<file path="config.mk">
export PLATFORM = sky130hd
export DESIGN_NAME = light_sensor_level_readout
export DESIGN_NICKNAME = d
export VERILOG_FILES = /design/src/rtl/light_level_pkg.sv /design/src/rtl/light_result_reg.sv /design/src/rtl/light_sensor_level_readout.sv
export SDC_FILE = /design/constraint.sdc
export NUM_CORES = 1
export LEC_CHECK = 0
export BUFFER_PORTS_ARGS = -buffer_cell sky130_fd_sc_hd__buf_4
export CAP_MARGIN = 25
export CORE_MARGIN = 3
export CORE_UTILIZATION = 56
export CTS_BUF_LIST = sky130_fd_sc_hd__clkbuf_2 sky130_fd_sc_hd__clkbuf_4 sky130_fd_sc_hd__clkbuf_8
export DETAILED_ROUTE_END_ITERATION = 10
export MAX_ROUTING_LAYER = met4
export PLACE_DENSITY = 0.78
export SLEW_MARGIN = 20
export SYNTH_ARGS = -nofsm -noshare
export SYNTH_HDL_FRONTEND = slang
export SYNTH_SLANG_ARGS = --single-unit
</file>
<file path="constraint.sdc">
create_clock -name i_clk -period 6.21 [get_ports i_clk]
set_clock_uncertainty 0.05 [all_clocks]
set_input_delay 0.9315 -clock i_clk [delete_from_list [all_inputs] [get_ports i_clk]]
set_output_delay 0.9315 -clock i_clk [all_outputs]
set_load 0.05 [all_outputs]
</file>
<file path="src/rtl/light_level_pkg.sv">
// shared constants, register map and state types of the light level readout
package light_level_pkg;

   // ==========================================================
   // register bus geometry
   localparam int ADDR_W = 8;
   localparam int DATA_W = 32;
   localparam int BE_W = 4;
   localparam int IDX_W = 6;
   localparam int IDX_LSB = 2;
   localparam int IDX_MSB = 7;
   localparam logic [1:0] WORD_ALIGNED = 2'h0;
   localparam int BE_LOW_LANE = 0;

   // ==========================================================
   // register indices (byte address is four times the index)
   localparam logic [IDX_W-1:0] IDX_DARK_THRESHOLD = 6'h1F;
   localparam logic [IDX_W-1:0] IDX_DARK_HYSTERESIS = 6'h20;
   localparam logic [IDX_W-1:0] IDX_SENSOR1_RESULT_LOW = 6'h21;
   localparam logic [IDX_W-1:0] IDX_SENSOR1_RESULT_HIGH = 6'h22;
   localparam logic [IDX_W-1:0] IDX_SENSOR2_RESULT_LOW = 6'h23;
   localparam logic [IDX_W-1:0] IDX_SENSOR2_RESULT_HIGH = 6'h24;
   localparam logic [IDX_W-1:0] IDX_SENSE_CONTROL = 6'h28;
   localparam logic [IDX_W-1:0] IDX_SENSE_STATUS = 6'h29;

   // ==========================================================
   // field layouts and reset values
   localparam int CODE_W = 8;
   localparam int VALUE_W = 13;
   localparam int LOW_LSB = 0;
   localparam int LOW_MSB = 7;
   localparam int HIGH_LSB = 8;
   localparam int HIGH_MSB = 12;
   localparam int RSVD_W = 3;
   localparam int NUM_SENSORS = 2;
   localparam int CTRL_ENABLE_BIT = 0;
   localparam int STAT_DARK_BIT = 0;
   localparam int STAT_ENABLE_BIT = 1;
   localparam int STAT_COUNT_LSB = 8;
   localparam int STAT_COUNT_MSB = 15;
   localparam int COUNT_W = 8;
   localparam logic [CODE_W-1:0] HYS_RESET = 8'h00;
   localparam logic [CODE_W-1:0] THR_RESET = 8'h00;
   localparam logic [VALUE_W-1:0] VALUE_RESET = 13'h0000;

   // ==========================================================
   // hysteresis current scale, in nA per code step
   localparam int HYS_NA_W = 18;
   localparam logic [HYS_NA_W-1:0] HYS_STEP_NA = 18'h0021C;
   localparam logic [HYS_NA_W-1:0] HYS_FULL_NA = 18'h219E4;

   // ==========================================================
   // refresh timing
   localparam int REFRESH_MS = 32'h0000_0050;
   localparam int CLK_MHZ = 32'h0000_00FA;
   localparam int KHZ_PER_MHZ = 32'h0000_03E8;
   localparam int REFRESH_CYCLES_DEF = REFRESH_MS * CLK_MHZ * KHZ_PER_MHZ;
   localparam int TIMER_W = 25;

   // ==========================================================
   // carriers and state types
   typedef struct packed {
      logic read;
      logic write;
      logic [ADDR_W-1:0] address;
      logic [DATA_W-1:0] writedata;
      logic [BE_W-1:0] byteenable;
   } avs_req_type;

   typedef struct packed {
      logic [CODE_W-1:0] high;
      logic [CODE_W-1:0] low;
   } result_bytes_type;

   typedef struct packed {
      logic [VALUE_W-1:0] value;
   } result_state_type;

   typedef struct packed {
      logic [CODE_W-1:0] hys;
      logic [CODE_W-1:0] thr;
      logic sense_en;
      logic dark;
      logic [TIMER_W-1:0] timer;
      logic load;
      logic [COUNT_W-1:0] refresh_count;
      logic waitreq;
      logic [DATA_W-1:0] rdata;
      logic [HYS_NA_W-1:0] hys_na;
   } light_state_type;

endpackage : light_level_pkg

</file>
<file path="src/rtl/light_result_reg.sv">
// one sensor's conversion result, held and split into low and high bytes
`timescale 1ns/1ps

module light_result_reg (
   // clock, reset and enable
   input wire logic i_clk,
   input wire logic i_sys_rst,
   input wire logic i_ce,
   // refresh strobe and converter value
   input wire logic i_load,
   input wire logic [light_level_pkg::VALUE_W-1:0] i_value,
   // byte view of the held value
   output light_level_pkg::result_bytes_type o_bytes
);

   light_level_pkg::result_state_type state_ff;
   light_level_pkg::result_state_type nxt_state;

   // =======================================================
   // next state: capture only on the refresh strobe
   always_comb begin
      nxt_state = state_ff;
      if (i_ce && i_load) begin
         nxt_state.value = i_value;
      end
   end

   // register the state
   always_ff @(posedge i_clk) begin
      if (i_sys_rst) begin
         state_ff.value <= light_level_pkg::VALUE_RESET;
      end else begin
         state_ff <= nxt_state;
      end
   end

   // byte split, reserved high bits forced to zero
   assign o_bytes.low = state_ff.value[light_level_pkg::LOW_MSB:
                                       light_level_pkg::LOW_LSB];
   assign o_bytes.high = {{light_level_pkg::RSVD_W{1'b0}},
                          state_ff.value[light_level_pkg::HIGH_MSB:
                                         light_level_pkg::HIGH_LSB]};

endmodule : light_result_reg

</file>
<file path="src/rtl/light_sensor_level_readout.sv">
// dark-level comparator, refresh timer and register slave of the readout
//
// Local design decision: the Avalon-MM register port.
`timescale 1ns/1ps

module light_sensor_level_readout #(
   parameter int unsigned REFRESH_CYCLES =
      light_level_pkg::REFRESH_CYCLES_DEF
) (
   // clock, reset and enable
   input wire logic i_clk,
   input wire logic i_sys_rst,
   input wire logic i_ce,
   // avalon-mm slave
   input wire logic i_avs_read,
   input wire logic i_avs_write,
   input wire logic [light_level_pkg::ADDR_W-1:0] i_avs_address,
   input wire logic [light_level_pkg::DATA_W-1:0] i_avs_writedata,
   input wire logic [light_level_pkg::BE_W-1:0] i_avs_byteenable,
   output logic o_avs_waitrequest,
   output logic [light_level_pkg::DATA_W-1:0] o_avs_readdata,
   // converter and comparator inputs, same clock
   input wire logic [light_level_pkg::CODE_W-1:0] i_dark_cmp_level,
   input wire logic [light_level_pkg::VALUE_W-1:0] i_sensor1_value,
   input wire logic [light_level_pkg::VALUE_W-1:0] i_sensor2_value,
   // backlight mode and hysteresis current
   output logic o_dark_mode,
   output logic [light_level_pkg::HYS_NA_W-1:0] o_hys_current_na
);

   // =======================================================
   // byte map, index times four
   // 0x7C threshold, 0x80 hysteresis
   // 0x84 and 0x88 sensor one low, high
   // 0x8C and 0x90 sensor two low, high
   // 0xA0 control, bit 0 sense enable
   // 0xA4 status: dark, enable, count
   // misaligned or unmapped: reads zero
   // results and status drop writes
   // only byte lane 0 carries a write
   // no error response on the bus

   // bus walk, one access:
   //   edge 0 accepts, waitrequest high
   //   cycle 1 waitrequest low, data valid
   //   edge 1 completes, a write lands here
   //   cycle 2 idle, next request may stand
   // so each access takes two cycles

   // refresh walk, sensing enabled:
   //   timer counts every enabled cycle
   //   last count raises load for a cycle
   //   next edge copies both sensors
   //   the status count stepped as load rose
   // default period is eighty ms

   // comparator walk, each enabled cycle:
   //   below threshold: dark next edge
   //   above the office level: office
   //   in between: mode is kept

   // hysteresis current:
   //   code times the step, in nA
   //   full code gives the top value
   //   lags a new code by one cycle

   // read data:
   //   latched when a read is taken
   //   held until the next read

   // refresh count:
   //   steps once per load
   //   wraps silently at the top

   // sensing off:
   //   timer cleared, results kept
   //   status enable bit reads zero

   // clock enable low:
   //   every flop holds, holders too
   //   a pending load waits for it
   //   reset still acts

   // after reset:
   //   codes zero, sensing off
   //   results and read data zero
   //   waitrequest high, office mode

   // =======================================================
   // local types and signals
   // timer wraps at REFRESH_CYCLES-1:
   // keep it at two or more, in range
   // compare one bit wider so the sum
   // of the codes never wraps
   // holders hand over byte pairs
   localparam logic [light_level_pkg::TIMER_W-1:0] TIMER_LAST =
      light_level_pkg::TIMER_W'(REFRESH_CYCLES - 1);
   localparam int CMP_W = light_level_pkg::CODE_W + 1;

   light_level_pkg::light_state_type state_ff;
   light_level_pkg::light_state_type nxt_state;
   light_level_pkg::avs_req_type avs_req;
   light_level_pkg::result_bytes_type res_bytes
      [0:light_level_pkg::NUM_SENSORS-1];
   logic [light_level_pkg::VALUE_W-1:0] sensor_value
      [0:light_level_pkg::NUM_SENSORS-1];
   logic [CMP_W-1:0] office_level;
   logic low_lane_write;

   // =======================================================
   // decode helpers
   // reads and writes share hits(), so
   // alignment is judged one way

   // word index of a byte address
   function automatic logic [light_level_pkg::IDX_W-1:0] word_index(
      input logic [light_level_pkg::ADDR_W-1:0] addr
   );
      word_index = addr[light_level_pkg::IDX_MSB:light_level_pkg::IDX_LSB];
   endfunction : word_index

   // true when the address is aligned and hits the given register
   function automatic logic hits(
      input logic [light_level_pkg::ADDR_W-1:0] addr,
      input logic [light_level_pkg::IDX_W-1:0] idx
   );
      hits = (addr[light_level_pkg::IDX_LSB-1:0] ==
              light_level_pkg::WORD_ALIGNED) && (word_index(addr) == idx);
   endfunction : hits

   // hysteresis code scaled to photosensor current in nA
   function automatic logic [light_level_pkg::HYS_NA_W-1:0] hys_to_na(
      input logic [light_level_pkg::CODE_W-1:0] code
   );
      logic [light_level_pkg::HYS_NA_W-1:0] wide;
      // widen first so no bit is lost
      wide = light_level_pkg::HYS_NA_W'(code);
      hys_to_na = light_level_pkg::HYS_NA_W'(
                     wide * light_level_pkg::HYS_STEP_NA);
   endfunction : hys_to_na

   // =======================================================
   // bus carrier and sensor array
   // one bundle feeds decode and handshake
   // sensors share this clock: no sync,
   // read only on a refresh
   assign avs_req.read = i_avs_read;
   assign avs_req.write = i_avs_write;
   assign avs_req.address = i_avs_address;
   assign avs_req.writedata = i_avs_writedata;
   assign avs_req.byteenable = i_avs_byteenable;
   assign low_lane_write =
      avs_req.byteenable[light_level_pkg::BE_LOW_LANE];
   // index 0 is sensor one
   assign sensor_value[0] = i_sensor1_value;
   assign sensor_value[1] = i_sensor2_value;

   // office level is the threshold plus hysteresis, one bit wider
   // zero hysteresis still needs the
   // input to pass the threshold
   assign office_level = CMP_W'(state_ff.thr) + CMP_W'(state_ff.hys);

   // =======================================================
   // result holders, one per sensor
   // one load flag for both holders,
   // so both sensors share an edge
   // low then high may straddle a
   // refresh: read the pair twice
   // each holder sees its own sensor
   generate
      for (genvar s = 0; s < light_level_pkg::NUM_SENSORS; s++) begin :
         g_result
         light_result_reg u_result (
            .i_clk(i_clk),
            .i_sys_rst(i_sys_rst),
            .i_ce(i_ce),
            .i_load(state_ff.load),
            .i_value(sensor_value[s]),
            .o_bytes(res_bytes[s])
         );
      end
   endgenerate

   // =======================================================
   // read multiplexer, unmapped and misaligned words read zero
   // word built from state at acceptance
   // upper lanes zero but the count
   // the count wraps after 256 loads
   // reserved high bits come back zero
   function automatic logic [light_level_pkg::DATA_W-1:0] read_word(
      input logic [light_level_pkg::ADDR_W-1:0] addr,
      input light_level_pkg::light_state_type st,
      input light_level_pkg::result_bytes_type r1,
      input light_level_pkg::result_bytes_type r2
   );
      logic [light_level_pkg::DATA_W-1:0] w;
      // start clear
      w = '0;
      if (hits(addr, light_level_pkg::IDX_DARK_THRESHOLD)) begin
         w[light_level_pkg::CODE_W-1:0] = st.thr;
      end else if (hits(addr, light_level_pkg::IDX_DARK_HYSTERESIS)) begin
         w[light_level_pkg::CODE_W-1:0] = st.hys;
      end else if (hits(addr, light_level_pkg::IDX_SENSOR1_RESULT_LOW))
      begin
         w[light_level_pkg::CODE_W-1:0] = r1.low;
      end else if (hits(addr, light_level_pkg::IDX_SENSOR1_RESULT_HIGH))
      begin
         w[light_level_pkg::CODE_W-1:0] = r1.high;
      end else if (hits(addr, light_level_pkg::IDX_SENSOR2_RESULT_LOW))
      begin
         w[light_level_pkg::CODE_W-1:0] = r2.low;
      end else if (hits(addr, light_level_pkg::IDX_SENSOR2_RESULT_HIGH))
      begin
         w[light_level_pkg::CODE_W-1:0] = r2.high;
      end else if (hits(addr, light_level_pkg::IDX_SENSE_CONTROL)) begin
         w[light_level_pkg::CTRL_ENABLE_BIT] = st.sense_en;
      end else if (hits(addr, light_level_pkg::IDX_SENSE_STATUS)) begin
         w[light_level_pkg::STAT_DARK_BIT] = st.dark;
         w[light_level_pkg::STAT_ENABLE_BIT] = st.sense_en;
         w[light_level_pkg::STAT_COUNT_MSB:light_level_pkg::STAT_COUNT_LSB]
            = st.refresh_count;
      end
      read_word = w;
   endfunction : read_word

   // =======================================================
   // next state of the whole block
   // enable low leaves the copy as is:
   // timer, mode, current, handshake hold
   // a waiting master just waits longer
   always_comb begin
      nxt_state = state_ff;
      if (i_ce) begin
         // refresh timer runs only while sensing is enabled
         // load lasts one enabled cycle; off
         // clears the timer for a fresh period
         nxt_state.load = 1'b0;
         if (!state_ff.sense_en) begin
            nxt_state.timer = '0;
         end else if (state_ff.timer == TIMER_LAST) begin
            nxt_state.timer = '0;
            nxt_state.load = 1'b1;
            nxt_state.refresh_count = state_ff.refresh_count +
                                      light_level_pkg::COUNT_W'(1);
         end else begin
            nxt_state.timer = state_ff.timer +
                              light_level_pkg::TIMER_W'(1);
         end

         // dark comparator with hysteresis, state kept in between
         // strict compares: equal keeps mode,
         // below threshold is checked first
         if (CMP_W'(i_dark_cmp_level) < CMP_W'(state_ff.thr)) begin
            nxt_state.dark = 1'b1;
         end else if (CMP_W'(i_dark_cmp_level) > office_level) begin
            nxt_state.dark = 1'b0;
         end

         // hysteresis current follows the code one cycle later
         // output comes from a flop
         nxt_state.hys_na = hys_to_na(state_ff.hys);

         // bus handshake: wait one cycle, then answer for one cycle
         // waitrequest idles high; a request
         // seen then is accepted and the flag
         // drops for exactly one cycle
         // read data stands until next read,
         // so a late sampler sees the same word
         if (state_ff.waitreq) begin
            if (avs_req.read || avs_req.write) begin
               nxt_state.waitreq = 1'b0;
               if (avs_req.read) begin
                  nxt_state.rdata = read_word(avs_req.address, state_ff,
                                              res_bytes[0], res_bytes[1]);
               end
            end
         end else begin
            nxt_state.waitreq = 1'b1;
            // writes land only at the answering edge, low lane only
            // lane 0 off: answered, no change
            if (avs_req.write && low_lane_write) begin
               if (hits(avs_req.address,
                        light_level_pkg::IDX_DARK_THRESHOLD)) begin
                  nxt_state.thr =
                     avs_req.writedata[light_level_pkg::CODE_W-1:0];
               end else if (hits(avs_req.address,
                                 light_level_pkg::IDX_DARK_HYSTERESIS))
               begin
                  nxt_state.hys =
                     avs_req.writedata[light_level_pkg::CODE_W-1:0];
               end else if (hits(avs_req.address,
                                 light_level_pkg::IDX_SENSE_CONTROL))
               begin
                  nxt_state.sense_en =
                     avs_req.writedata[light_level_pkg::CTRL_ENABLE_BIT];
               end
               // result, status and unmapped words ignore writes
            end
         end
      end
   end

   // =======================================================
   // register the whole block state
   // reset beats the enable: every
   // field loads its reset value
   // waitrequest leaves reset high, so
   // no early acceptance after release
   always_ff @(posedge i_clk) begin
      if (i_sys_rst) begin
         state_ff.hys <= light_level_pkg::HYS_RESET;
         state_ff.thr <= light_level_pkg::THR_RESET;
         state_ff.sense_en <= 1'b0;
         state_ff.dark <= 1'b0;
         state_ff.timer <= '0;
         state_ff.load <= 1'b0;
         state_ff.refresh_count <= '0;
         state_ff.waitreq <= 1'b1;
         state_ff.rdata <= '0;
         state_ff.hys_na <= '0;
      end else begin
         // whole copy in one step
         state_ff <= nxt_state;
      end
   end

   // =======================================================
   // outputs straight from the state flops
   // no logic between flop and pin,
   // so output timing is fixed
   assign o_avs_waitrequest = state_ff.waitreq;
   assign o_avs_readdata = state_ff.rdata;
   assign o_dark_mode = state_ff.dark;
   assign o_hys_current_na = state_ff.hys_na;

endmodule : light_sensor_level_readout

</file>
# Word-level counts from Yosys, hierarchy flattened
# Index checks and enable logic that the tools add are counted.
dict set report word_totals {
  reg_bits 111
  latch_bits 0
  mem_bits_rw 0
  rom_bits 0
  in_bits 83
  memories 0
}
dict set report op_classes {
  addsub 3
  n_mul 1
  n_div 0
  order_cmp 2
  n_eq_ne 9
  n_shift 0
  muxes 27
  bitwise_logic 3
  reduce_logical 19
}
# cell count
set op_table {}
lappend op_table {{8-bit 2-to-1 mux} 13}
lappend op_table {{25-bit 2-to-1 mux} 2}
lappend op_table {{6-bit == test, second input constant} 7}
lappend op_table {{33-bit 2-to-1 mux} 1}
lappend op_table {{25-bit by 1-bit adder with 25-bit output, second input constant} 1}
lappend op_table {{25-bit == test, second input constant} 1}
lappend op_table {{9-bit 2-to-1 mux} 2}
lappend op_table {{8-bit by 8-bit multiplier with 16-bit output, second input constant} 1}
lappend op_table {{16-bit 2-to-1 mux} 1}
lappend op_table {{1-bit logical AND} 10}
lappend op_table {{8-bit by 8-bit adder with 9-bit output} 1}
lappend op_table {{8-bit by 9-bit > comparator with 1-bit output} 1}
lappend op_table {{8-bit by 1-bit adder with 8-bit output, second input constant} 1}
lappend op_table {{8-bit less-than comparator} 1}
lappend op_table {{4-bit AND reduction} 2}
lappend op_table {{6-bit by 5-bit == test with 1-bit output, second input constant} 1}
lappend op_table {{6-bit AND reduction} 1}
lappend op_table {{1-bit 2-to-1 mux} 5}
lappend op_table {{5-bit AND reduction} 1}
lappend op_table {{2-bit 2-to-1 mux} 2}
lappend op_table {{3-bit 2-to-1 mux} 1}
lappend op_table {{1-bit inverter} 3}
lappend op_table {{3-bit AND reduction} 1}
lappend op_table {{2-bit zero test} 1}
lappend op_table {{3 further kinds} 3}

# Logic depth before layout (Yosys ltp)
# Gate-level depths: netlist (run 1).
dict set report depth {
  ltp_word 13
  depth_mapped 13
  depth_no_buf 13
}

# Modules after synthesis
# From an unflattened synthesis (run 1), not the netlist that was laid out.
dict set report hier_totals {
  cells_unflattened 856
  area_unflattened_um2 7355.8
}
# mod n_inst cells_each area_per_inst_um2 seq_area_each_um2
set modules_own_cells {}
lappend modules_own_cells {light_sensor_level_readout 1 730 6079.6 1701.6}
lappend modules_own_cells {light_result_reg 2 63 638.1 260.2}

# Least setup slack after synthesis (run 1)
# OpenSTA, ideal clock, no wires.
dict set report synth_timing {
  path_type {reg2reg}
  from {register state_ff[101] (netlist bit)}
  to {register state_ff, in the netlist o_hys_current_na[15]}
  setup_time_ps 87
  t_arrival_ps 3062
  t_required_ps 6073
  slack_ps 3011
  stages_incl_launch_ff 11
  n_path_buf 0
  cell_sequence {dfxtp_1 > ha_1 > inv_1 > fa_1 > fa_1 > inv_1 > ha_1 > or4_1 > o21a_1 > o21a_1 > o31ai_1}
}
dict set report synth_via {
  elab_chain_len 1
}
# element line_no
set synth_lines {}
lappend synth_lines {{start: declaration} light_sensor_level_readout.sv:100} ;# light_level_pkg::light_state_type state_ff;
lappend synth_lines {{start signal: assignment} light_sensor_level_readout.sv:323} ;# state_ff <= nxt_state;
lappend synth_lines {{8-bit by 8-bit multiplier with 16-bit output} light_sensor_level_readout.sv:139} ;# wide * light_level_pkg::HYS_STEP_NA);
# Every way passes these cells.
# A chain may end at the register's enable or synchronous reset.

# Final worst setup path (run 1)
dict set report layout_timing {
  from {register state_ff[96] (netlist bit)}
  to {register state_ff, in the netlist o_hys_current_na[17]}
}
# The elaborated chain is that of the path after synthesis.

==> flow_metrics.env, run 1 <==
export IMPL_grt_pass1_vias=5774
export IMPL_die_y_um=117
export IMPL_antenna_found_initial=0
export IMPL_grt_overflow=0
export IMPL_worst_slew_pin_slew_ns=0.914
export IMPL_endpoint_kind="flop"
export IMPL_max_cap_viol_count=0
export IMPL_place_area_um2=7320
export IMPL_relSlewSlack=0.391
export IMPL_synthFlopType="dfxtp_1"
export IMPL_track_usage=0.257
export IMPL_status="finished clean"
export IMPL_finalCritPeriodShare=0.570
export IMPL_cts_setup_buffers=0
export IMPL_n_antenna_cell=0
export IMPL_first_pass_iters=7
export IMPL_synth_cell_type_count=66
export IMPL_final_area_um2=7490
export IMPL_postCtsHoldBufs=0
export IMPL_power_density_nw_per_um2=171
export IMPL_setup_ws_ns=2.67
export IMPL_max_freq_mhz=283
export IMPL_nets=1021
export IMPL_setup_viol=0
export IMPL_vdd_drop_max_uv=182
export IMPL_synth_cells=841
export IMPL_place_ws_ns=2.71
export IMPL_cts_tree="done"
export IMPL_clk_pin_slew_worst_paths_ns=0.11
export IMPL_ys_ff_latch=111
export IMPL_p_leak_nw=3.13
export IMPL_io_pins=135
export IMPL_rsz0062_at_grt="no"
export IMPL_min_period_ns=3.54
export IMPL_whs_ns=0.409
export IMPL_io_buffers=89
export IMPL_drive_above_1_share=0.134
export IMPL_root_buffer="clkbuf_8"
export IMPL_avgViaCountPerCell=6.03
export IMPL_worstPathArrival_ns=3.73
export IMPL_synth_area_per_cell_um2=8.21
export IMPL_cts_sinks=111
export IMPL_ys_seq_area_frac=0.322
export IMPL_report_final_hold_viol_count=0
export IMPL_routedWlPerCell_um=16.4
export IMPL_clock_path_buffers=2
export IMPL_crit_required_ns=6.40
export IMPL_numCtsBuffers=9
export IMPL_dp_hpwl_mm=12.4
export IMPL_drtIter0Drc=472
export IMPL_crit_fanout=8
export IMPL_async_flop_share=0
export IMPL_syn_to_final_growth_pct=8.51
export IMPL_critical_path_class="flop to flop"
export IMPL_maxSlewViolCount=0
export IMPL_htree_num_levels=3
export IMPL_globalplace_congestion=0.874
export IMPL_crit_path_start_kind="flop"
export IMPL_ant_nets=0
export IMPL_drc=0
export IMPL_die_w_um=117
export IMPL_grt_pass1_wl_mm=27.4
export IMPL_wirelength_mm=16.7
export IMPL_grt_max_degree=88
export IMPL_setup_tns_ns=0
export IMPL_postCtsResizedCells=0
export IMPL_start_util=0.590
export IMPL_num_vias=6146
export IMPL_syn_area_um2=6910
export IMPL_dieArea_um2=13700
export IMPL_std_cell_rows=39
export IMPL_ys_warn_count=0
export IMPL_worstSkewPairLatency_ns=0.40
export IMPL_core_area_um2=11700
export IMPL_synth_edff_count=0
export IMPL_hold_path_class="flop to flop"
-- synth_stat cells (all sizes together) (2+ instances only) --
| library cell | instances | area share |
|---|---|---|
| xor2 | 9 | 0.011 |
| o221ai | 2 | 0.0025 |
| ha | 57 | 0.10 |
| a311o | 2 | 0.0029 |
| dfxtp | 111 | 0.32 |
| a221oi | 2 | 0.0025 |
| nand4b | 2 | 0.0025 |
| or3 | 2 | 0.0018 |
| and3 | 10 | 0.0091 |
| o2111ai | 3 | 0.0038 |
| or4 | 5 | 0.0054 |
| nand3b | 5 | 0.0054 |
| clkbuf | 31 | 0.017 |
| nor4bb | 2 | 0.0029 |
| fa | 9 | 0.026 |
| inv | 45 | 0.024 |
| a41oi | 6 | 0.0076 |
| nor2b | 8 | 0.0072 |
| a21oi | 66 | 0.048 |
| nand2b | 14 | 0.013 |
| and3b | 2 | 0.0025 |
| a22o | 2 | 0.0025 |
| o31ai | 8 | 0.0087 |
| o21a | 5 | 0.0054 |
| nand4 | 11 | 0.010 |
| a31oi | 30 | 0.027 |
| o211ai | 11 | 0.012 |
| a22oi | 10 | 0.011 |
| mux2i | 24 | 0.035 |
| or4b | 2 | 0.0034 |
| and4 | 2 | 0.0025 |
| nor4 | 7 | 0.0085 |
| nand2 | 97 | 0.053 |
| nor3 | 12 | 0.0087 |
| or2 | 3 | 0.0027 |
| buf | 56 | 0.058 |
| o21ai | 28 | 0.020 |
| a211oi | 10 | 0.011 |
| a21o | 11 | 0.012 |
| nand3 | 23 | 0.018 |
| and2 | 12 | 0.011 |
| nor4b | 2 | 0.0025 |
| nor2 | 65 | 0.036 |
-- worst max-delay path, cell delays in order, from the launching register on --
cell and delay, ns:
dfxtp_1 0.61, ha_1 0.31, inv_1 0.07, fa_1 0.44
fa_1 0.54, inv_1 0.04, ha_1 0.23, or4_1 0.53
o21a_1 0.22, o211ai_1 0.24, a21oi_1 0.10
-- registers in the layout, summed over array words and instances, names as in the netlist --
| signal | count |
|---|---|
| o_avs_readdata | 16 |
| o_avs_waitrequest | 1 |
| o_dark_mode | 1 |
| o_hys_current_na | 16 |
| g_result.u_result.state_ff | 26 |
| state_ff | 51 |
-- layer usage --
metal / global-route usage / part of all wire / vias up
li1: - / - / 2988
met1: 0.316 / 0.43 / 2905
met2: 0.428 / 0.48 / 220
met3: 0.0452 / 0.063 / 33
met4: 0.0872 / 0.025 / 0
met5: - / 0 / -
-- power breakdown --
part / internal [mW] / switching (mW) / total (mW) / leakage, nW
logic: 0.0452 / 0.0962 / 0.141 / 2.14
registers: 0.716 / 0.00469 / 0.721 / 0.896
clock network: 0.156 / 0.261 / 0.417 / 0.0931
-- worst paths after layout --
path | from | to | slack, ns | depth (start not counted)
min reg2reg | g_result[1].u_result.state_ff[2] | g_result[1].u_result.state_ff[2] | 0.41 | 2
min | g_result[1].u_result.state_ff[2] | g_result[1].u_result.state_ff[2] | 0.41 | 2
max reg2reg | state_ff[96] | o_hys_current_na[17] | 2.67 | 10
max | state_ff[96] | o_hys_current_na[17] | 2.67 | 10
-- logic make-up after synthesis --
logic type | after synthesis | share of synthesized area
simple gates | 286 | 0.206
mux | 25 | 0.0364
xor+xnor | 10 | 0.0127
fa+ha+maj | 66 | 0.129
flops | 111 | 0.322
compound gates | 209 | 0.193
other cells | 1 | 0.000543
buf+inv | 133 | 0.100
-- cell usage in the layout (no fill, tap or decap), types with 3 or more instances in the layout --
master / netlist / layout
a21oi_1: 66 / 65
xor2_1: 9 / 9
ha_1: 57 / 57
conb_1: 1 / 18
buf_4: 50 / 90
nand3b_1: 5 / 5
or2_2: 3 / 3
dfxtp_1: 111 / 111
o211ai_1: 11 / 11
inv_1: 45 / 45
a211oi_1: 10 / 10
o21a_1: 5 / 5
o21ai_0: 28 / 28
fa_1: 9 / 9
nor3_1: 12 / 12
a41oi_1: 6 / 6
nand3_1: 22 / 22
clkbuf_8: 0 / 9
mux2i_1: 24 / 24
inv_6: 0 / 3
nand4_1: 11 / 11
o2111ai_1: 3 / 3
nand2b_1: 14 / 14
nor4_1: 6 / 6
a31oi_1: 30 / 29
or4_1: 5 / 5
a21o_1: 11 / 11
o31ai_1: 8 / 8
nand2_1: 97 / 97
a22oi_1: 10 / 10
and2_1: 12 / 12
and3_1: 10 / 10
nor2_1: 64 / 64
nor2b_1: 8 / 8
-- cell type report --
| cell class | instances | area (µm²) |
|---|---|---|
| Multi-Input combinational cell | 614 | 4070 |
| Sequential cell | 111 | 2220 |
| Tap cell | 143 | 179 |
| Inverter | 46 | 173 |
| Clock inverter | 5 | 46.3 |
| Clock buffer | 10 | 131 |
| Timing Repair Buffer | 90 | 676 |
| Fill cell | 1057 | 4220 |
-- stage by stage --
stage / total power, mW / std cells / util
detailed placement: 0.877 / 1004 / 0.625
floorplan: 0.837 / 858 / -
global placement: 0.873 / 1004 / 0.624
global route: 1.32 / 1019 / 0.640
finish: 1.28 / 1019 / 0.640
CTS: 1.29 / 1019 / 0.640
(Power assumes the default switching activity.)
==> run 2, diff against run 1 <==
--- a/config.mk
+++ b/config.mk
@@ -8,11 +8,11 @@
 export BUFFER_PORTS_ARGS = -buffer_cell sky130_fd_sc_hd__buf_4
 export CAP_MARGIN = 25
 export CORE_MARGIN = 3
-export CORE_UTILIZATION = 56
+export CORE_UTILIZATION = 52
 export CTS_BUF_LIST = sky130_fd_sc_hd__clkbuf_2 sky130_fd_sc_hd__clkbuf_4 sky130_fd_sc_hd__clkbuf_8
 export DETAILED_ROUTE_END_ITERATION = 10
 export MAX_ROUTING_LAYER = met4
-export PLACE_DENSITY = 0.78
+export PLACE_DENSITY = 0.76
 export SLEW_MARGIN = 20
 export SYNTH_ARGS = -nofsm -noshare
 export SYNTH_HDL_FRONTEND = slang
==> constraint.sdc (replaced) <==
create_clock -name i_clk -period 3 [get_ports i_clk]
set_clock_uncertainty 0.05 [all_clocks]
set_input_delay 0.45 -clock i_clk [delete_from_list [all_inputs] [get_ports i_clk]]
set_output_delay 0.45 -clock i_clk [all_outputs]
set_load 0.05 [all_outputs]
==> flow_metrics.env, run 2 (synthesis gave the netlist of run 1 again) <==
export IMPL_status="finished, violations left"
export IMPL_violations="negative setup slack"
export IMPL_setup_ws_ns=-0.00162
export IMPL_regArea_um2=2240
export IMPL_setup_viol=2
export IMPL_min_to="g_result[1].u_result.state_ff[10]"
export IMPL_cts_sinks=111
export IMPL_crit_required_ns=3.28
export IMPL_nFillCells=1154
export IMPL_utilization=0.632
export IMPL_report_final_hold_viol_count=0
export IMPL_relSlewSlack=0.413
export IMPL_grt_use_met3=0.0555
export IMPL_largest_reg_flops=51
export IMPL_grt_util_met2=0.386
export IMPL_p_sw_mw=0.798
export IMPL_crit_path_start_kind="flop"
export IMPL_numCtsBuffers=9
export IMPL_worstHoldStart="i_sensor2_value[10]"
export IMPL_final_cell_mix="buf_4 (132), dfxtp_1 (104), nand2_1 (97), a21oi_1 (63), nor2_1 (63)"
export IMPL_power_mw=2.70
export IMPL_r2r_start="state_ff[97]"
export IMPL_io_pins=135
export IMPL_hold_depth=3
export IMPL_drtIter0Drc=444
export IMPL_worst_slew_pin_slew_ns=0.880
export IMPL_place_area_um2=7630
export IMPL_avgViaCountPerCell=5.61
export IMPL_maxSlewViolCount=0
export IMPL_grt_pass1_wl_mm=28.2
export IMPL_cts_tree="done"
export IMPL_critical_path_class="flop to flop"
export IMPL_ant_nets=0
export IMPL_clock_path_buffers=2
export IMPL_swShare=0.296
export IMPL_endpoint_kind="flop"
export IMPL_r2r_end="o_hys_current_na[15]"
export IMPL_final_area_um2=8100
export IMPL_final_common_cell="buf_4"
export IMPL_syn_to_final_growth_pct=17.3
export IMPL_std_cell_rows=41
export IMPL_power_frac_clock=0.339
export IMPL_drive_above_1_share=0.219
export IMPL_grt_pass1_vias=5784
export IMPL_drc=0
export IMPL_first_pass_iters=5
export IMPL_grt_overflow=0
export IMPL_grtUsageMet1=0.319
export IMPL_io_buffers=89
export IMPL_r2r_cells=14
export IMPL_vdd_drop_max_uv=297
export IMPL_wirelength_mm=17.3
export IMPL_min_period_ns=3.00
export IMPL_finalCritPeriodShare=1.00
export IMPL_routedWlPerCell_um=15.8
export IMPL_die_w_um=121
export IMPL_rsz0062_at_grt="yes"
export IMPL_dieArea_um2=14700
export IMPL_crit_fanout=4
export IMPL_num_vias=6132
export IMPL_antenna_found_initial=0
export IMPL_setup_tns_ns=-0.00271
export IMPL_hold_path_class="input port to flop"
export IMPL_root_buffer="clkbuf_8"
export IMPL_reg_top3="state_ff: 51 flops, g_result.u_result.state_ff: 26 flops"
export IMPL_grt_busiest_layer="met2"
export IMPL_core_area_um2=12800
export IMPL_grt_max_degree=49
export IMPL_max_freq_mhz=333
export IMPL_max_cap_viol_count=0
export IMPL_p_comb_frac=0.110
export IMPL_power_density_nw_per_um2=333
export IMPL_die_y_um=121
export IMPL_clk_pin_slew_worst_paths_ns=0.11
export IMPL_htree_num_levels=3
export IMPL_worstSkewPairLatency_ns=0.40
export IMPL_nets=1065
export IMPL_top_register="state_ff"
export IMPL_n_antenna_cell=0
export IMPL_whs_ns=0.231
export IMPL_worstPathArrival_ns=3.28
export IMPL_p_leak_nw=3.38
export IMPL_start_util=0.539
export IMPL_sequentialPowerShare=0.551
export IMPL_globalplace_congestion=0.932
export IMPL_cell_internal_pwr_mw=1.90
export IMPL_multi_input_area_um2=4270
export IMPL_dp_hpwl_mm=12.2
export IMPL_track_usage=0.244
export IMPL_rrSetupSlack_ns=-0.002
run 2: changes by cell type in the layout (fill, tap and decap cells not counted), moves of 5 or more:
cell     previous run  this run
buf_4              90       132
ha_1               57        45
ha_4                0         9
o21ai_0            28        20
dfxtp_1           111       104
inv_1              45        39
inv_2               0         6
dfxtp_4             0         5
o21ai_1             0         5
run 2: through the flow:
step | std cells | setup slack, ns
global placement | 1070 | -0.0770
detailed placement | 1070 | -0.112
finish | 1093 | -0.00162
CTS | 1092 | 0.0000573
global route | 1093 | -0.113
floorplan | 858 | 0.0148
run 2: worst max-delay path, cell delays in order (launching register included):
cell and delay, ns:
dfxtp_4 0.38, buf_6 0.12, ha_4 0.26, ha_4 0.12, inv_2 0.03, fa_1 0.49, inv_1 0.04, ha_2 0.19
inv_2 0.06, fa_2 0.22, nor2b_4 0.05, o31a_1 0.35, o21a_1 0.23, o21a_1 0.18, o31ai_1 0.17
run 2: power by group through the flow:
| stage | clock network [mW] | logic [mW] | registers (mW) |
|---|---|---|---|
| global route | 0.984 | 0.320 | 1.49 |
| finish | 0.914 | 0.298 | 1.49 |
| detailed placement | 0 | 0.294 | 1.52 |
| floorplan | 0 | 0.206 | 1.53 |
| global placement | 0 | 0.291 | 1.52 |
| CTS | 0.939 | 0.295 | 1.49 |
run 2: cell type report:
cell class / count / share of cell area
Clock buffer: 9 / 0.0153
Sequential cell: 111 / 0.277
Tap cell: 172 / 0.0266
Inverter: 46 / 0.0213
Clock inverter: 7 / 0.00788
Timing Repair Buffer: 134 / 0.125
Multi-Input combinational cell: 614 / 0.527
run 2: worst max-delay path by stage:
stage	start	to	depth (start not counted)	slack, ns
4_1_cts	state_ff[99]	o_hys_current_na[15]	11	0.00006
6_report	state_ff[97]	o_hys_current_na[15]	14	-0.002
3_5_place_dp	state_ff[97]	o_hys_current_na[13]	13	-0.11
3_3_place_gp	state_ff[97]	o_hys_current_na[13]	13	-0.08
2_1_floorplan	state_ff[99]	o_hys_current_na[10]	11	0.01
5_1_grt	state_ff[97]	o_hys_current_na[15]	14	-0.11
run 2: layer usage:
layer  wire [µm]  part of all wire
met5           0                 0
met4         261             0.015
met3        1040             0.060
met2        8140              0.47
met1        7810              0.45
run 2: what timing repair did:
action	4_1_cts	5_1_grt
setup buffers	7	1
pin swaps	17	18
gates resized for setup	32	23
hold buffers	0	0
setup endpoints to repair	9	10
==> run 3, diff against run 2 <==
--- a/config.mk
+++ b/config.mk
@@ -5,14 +5,16 @@
 export SDC_FILE = /design/constraint.sdc
 export NUM_CORES = 1
 export LEC_CHECK = 0
+export ABC_AREA = 1
 export BUFFER_PORTS_ARGS = -buffer_cell sky130_fd_sc_hd__buf_4
 export CAP_MARGIN = 25
 export CORE_MARGIN = 3
-export CORE_UTILIZATION = 52
+export CORE_UTILIZATION = 53
 export CTS_BUF_LIST = sky130_fd_sc_hd__clkbuf_2 sky130_fd_sc_hd__clkbuf_4 sky130_fd_sc_hd__clkbuf_8
+export CTS_CLUSTER_DIAMETER = 60
 export DETAILED_ROUTE_END_ITERATION = 10
 export MAX_ROUTING_LAYER = met4
-export PLACE_DENSITY = 0.76
+export PLACE_DENSITY = 0.77
 export SLEW_MARGIN = 20
 export SYNTH_ARGS = -nofsm -noshare
 export SYNTH_HDL_FRONTEND = slang
==> flow_metrics.env, run 3 <==
export IMPL_synth_compound_area_frac=0.140
export IMPL_wirelength_mm=17.5
export IMPL_numCtsBuffers=9
export IMPL_vdd_drop_max_uv=296
export IMPL_hold_path_class="input port to flop"
export IMPL_worst_slew_pin_slew_ns=0.664
export IMPL_final_common_cell="nand2_1"
export IMPL_crit_fanout=6
export IMPL_yosysMostFrequentCell="nand2_1"
export IMPL_die_w_um=124
export IMPL_synth_cell_type_count=41
export IMPL_worstSkewPairLatency_ns=0.40
export IMPL_synth_cells=1060
export IMPL_relSlewSlack=0.557
export IMPL_async_flop_share=0
export IMPL_ys_warn_count=0
export IMPL_clk_pin_slew_worst_paths_ns=0.11
export IMPL_report_final_hold_viol_count=0
export IMPL_yosys_area_top_type="dfxtp_1"
export IMPL_synth_edff_count=0
export IMPL_dp_cells=1286
export IMPL_ant_nets=0
export IMPL_largest_reg_flops=51
export IMPL_setup_viol=0
export IMPL_power_density_nw_per_um2=335
export IMPL_avgViaCountPerCell=5.16
export IMPL_crit_required_ns=3.30
export IMPL_endpoint_kind="flop"
export IMPL_path_cells="buf_4, ha_4, ha_4, inv_1, fa_1, inv_1, ha_4, clkinvlp_4, nor3_2, nand3b_1, nand4_1, a21oi_1, o21ai_0, nand2_1, inv_1"
export IMPL_n_antenna_cell=0
export IMPL_synthFlopType="dfxtp_1"
export IMPL_postCtsHoldBufs=0
export IMPL_max_cap_viol_count=0
export IMPL_synthTopCellsByCount="nand2_1 (192), inv_1 (136), nor2_1 (130)"
export IMPL_syn_area_um2=7320
export IMPL_rsz0062_at_grt="yes"
export IMPL_top_register="state_ff"
export IMPL_drive_above_1_share=0.161
export IMPL_core_area_um2=13400
export IMPL_first_pass_iters=5
export IMPL_finalCritPeriodShare=0.985
export IMPL_synth_top_family_by_area="simple AND/OR/NAND/NOR gates"
export IMPL_ys_ff_latch=111
export IMPL_syn_to_final_growth_pct=14.5
export IMPL_grt_max_degree=57
export IMPL_track_usage=0.240
export IMPL_cts_tree="done"
export IMPL_cts_sinks=111
export IMPL_crit_path_start_kind="flop"
export IMPL_io_buffers=89
export IMPL_synthAdderAreaFrac=0.122
export IMPL_drtIter0Drc=452
export IMPL_cpMaxStageDelayCell="fa_1"
export IMPL_clock_path_buffers=2
export IMPL_start_util=0.546
export IMPL_root_buffer="clkbuf_8"
export IMPL_worstPathArrival_ns=3.25
export IMPL_synthMuxAreaShare=0
export IMPL_htree_num_levels=3
export IMPL_globalplace_congestion=0.976
export IMPL_whs_ns=0.246
export IMPL_nets=1272
export IMPL_max_freq_mhz=338
export IMPL_antenna_found_initial=0
export IMPL_synth_xor_area_frac=0.0227
export IMPL_maxSlewViolCount=0
export IMPL_drc=0
export IMPL_synth_area_per_cell_um2=6.91
export IMPL_min_period_ns=2.95
export IMPL_final_cell_mix="nand2_1 (191), inv_1 (133), nor2_1 (130), buf_4 (113), dfxtp_1 (106)"
export IMPL_std_cell_rows=42
export IMPL_cp_slowest_stage_delay_ns=0.53
export IMPL_grt_pass1_vias=5995
export IMPL_grt_overflow=0
export IMPL_p_leak_nw=3.75
export IMPL_synthSimpleGateAreaFrac=0.270
export IMPL_yosys_area_top_type_share=0.304
export IMPL_die_y_um=124
export IMPL_num_vias=6730
export IMPL_io_pins=135
export IMPL_reg_top3="state_ff: 51 flops, g_result.u_result.state_ff: 26 flops"
export IMPL_ys_seq_area_frac=0.304
export IMPL_dp_hpwl_mm=13.0
export IMPL_synth_area_leaders="dfxtp_1 (30%), nand2_1 (9.8%), ha_1 (9.7%)"
export IMPL_grt_pass1_wl_mm=28.4
export IMPL_status="finished clean"
export IMPL_critical_path_class="flop to flop"
export IMPL_routedWlPerCell_um=13.4
export IMPL_dieArea_um2=15300
export IMPL_fin_cells=1304
run 3: cell count changes in the layout (fill, tap and decap cells not counted), sizes merged, moves of 11 or more:
cell,delta
nand4,+14
nand2,+102
inv,+90
nor2,+71
a21oi,+27
buf,-19
a31oi,-30
nand2b,-14
nand3,+35
nor3,+11
o21ai,+49
mux2i,-24
run 3: final timing paths:
| path | end | slack (ns) | start | cells past startpoint |
|---|---|---|---|---|
| worst max register to register | o_hys_current_na[15] | 0.05 | state_ff[101] | 15 |
| worst min register to register | g_result[0].u_result.state_ff[11] | 0.41 | g_result[0].u_result.state_ff[11] | 2 |
| worst max-delay path | o_hys_current_na[15] | 0.05 | state_ff[101] | 15 |
| worst min-delay path | g_result[1].u_result.state_ff[12] | 0.25 | i_sensor2_value[12] | 3 |
run 3: final cells by class:
class | instances | area (µm²)
well taps | 176 | 220
flip-flops and latches | 111 | 2240
clock buffers | 11 | 145
fillers | 1257 | 5020
clock inverters | 5 | 75.1
multi-input cells | 746 | 4300
repair buffers | 115 | 871
inverters | 140 | 532
run 3: critical path, delay by kind of cell, from the launching register on:
kind	cells	cell delay [ns]
AND/OR/NAND/NOR	4	0.55
AO/OA/AOI/OAI	2	0.18
adder cells (fa/ha/maj)	4	1.32
buffers and inverters	5	0.47
flip-flops	1	0.35
run 3: what timing repair did:
action,CTS,global route
endpoints found under the setup margin,7,10
gates resized for setup,9,29
hold endpoints to repair,0,0
buffers inserted,1,1
pin swaps,2,15
run 3: where the power goes:
part	leakage (nW)	internal [mW]	switching, mW
Combinational	2.74	0.106	0.227
Clock	0.112	0.436	0.546
Sequential	0.901	1.49	0.0107
Total	3.75	2.03	0.784
run 3: cells by family (layout without fill, tap and decap cells):
kind of cell / after synthesis / count (layout)
and+or+nand+nor: 449 / 449
adders and majority gates: 66 / 66
xor gates and xnor gates: 19 / 19
buffers and inverters: 220 / 271
DFF: 111 / 111
other: 1 / 18
AOI/OAI and AO/OA: 194 / 194
run 3: routing by layer:
| layer | share of wire | global-route usage | vias up |
|---|---|---|---|
| li1 | - | - | 3520 |
| met3 | 0.052 | 0.0421 | 23 |
| met2 | 0.46 | 0.379 | 197 |
| met4 | 0.016 | 0.0740 | 0 |
| met1 | 0.47 | 0.316 | 2990 |
| met5 | 0 | - | - |
run 3: metrics by stage:
step	util	power (mW)	instance area (µm²)	setup slack [ns]	setup TNS, ns
4_1_cts	0.614	2.83	8230	0.0493	0
3_5_place_dp	0.594	1.87	7960	-0.0670	-0.303
2_1_floorplan	-	1.78	7390	-0.000544	-0.000544
5_1_grt	0.625	2.93	8380	-0.110	-0.542
6_report	0.625	2.81	8380	0.0450	0
3_3_place_gp	0.594	1.86	7960	-0.0310	-0.0371
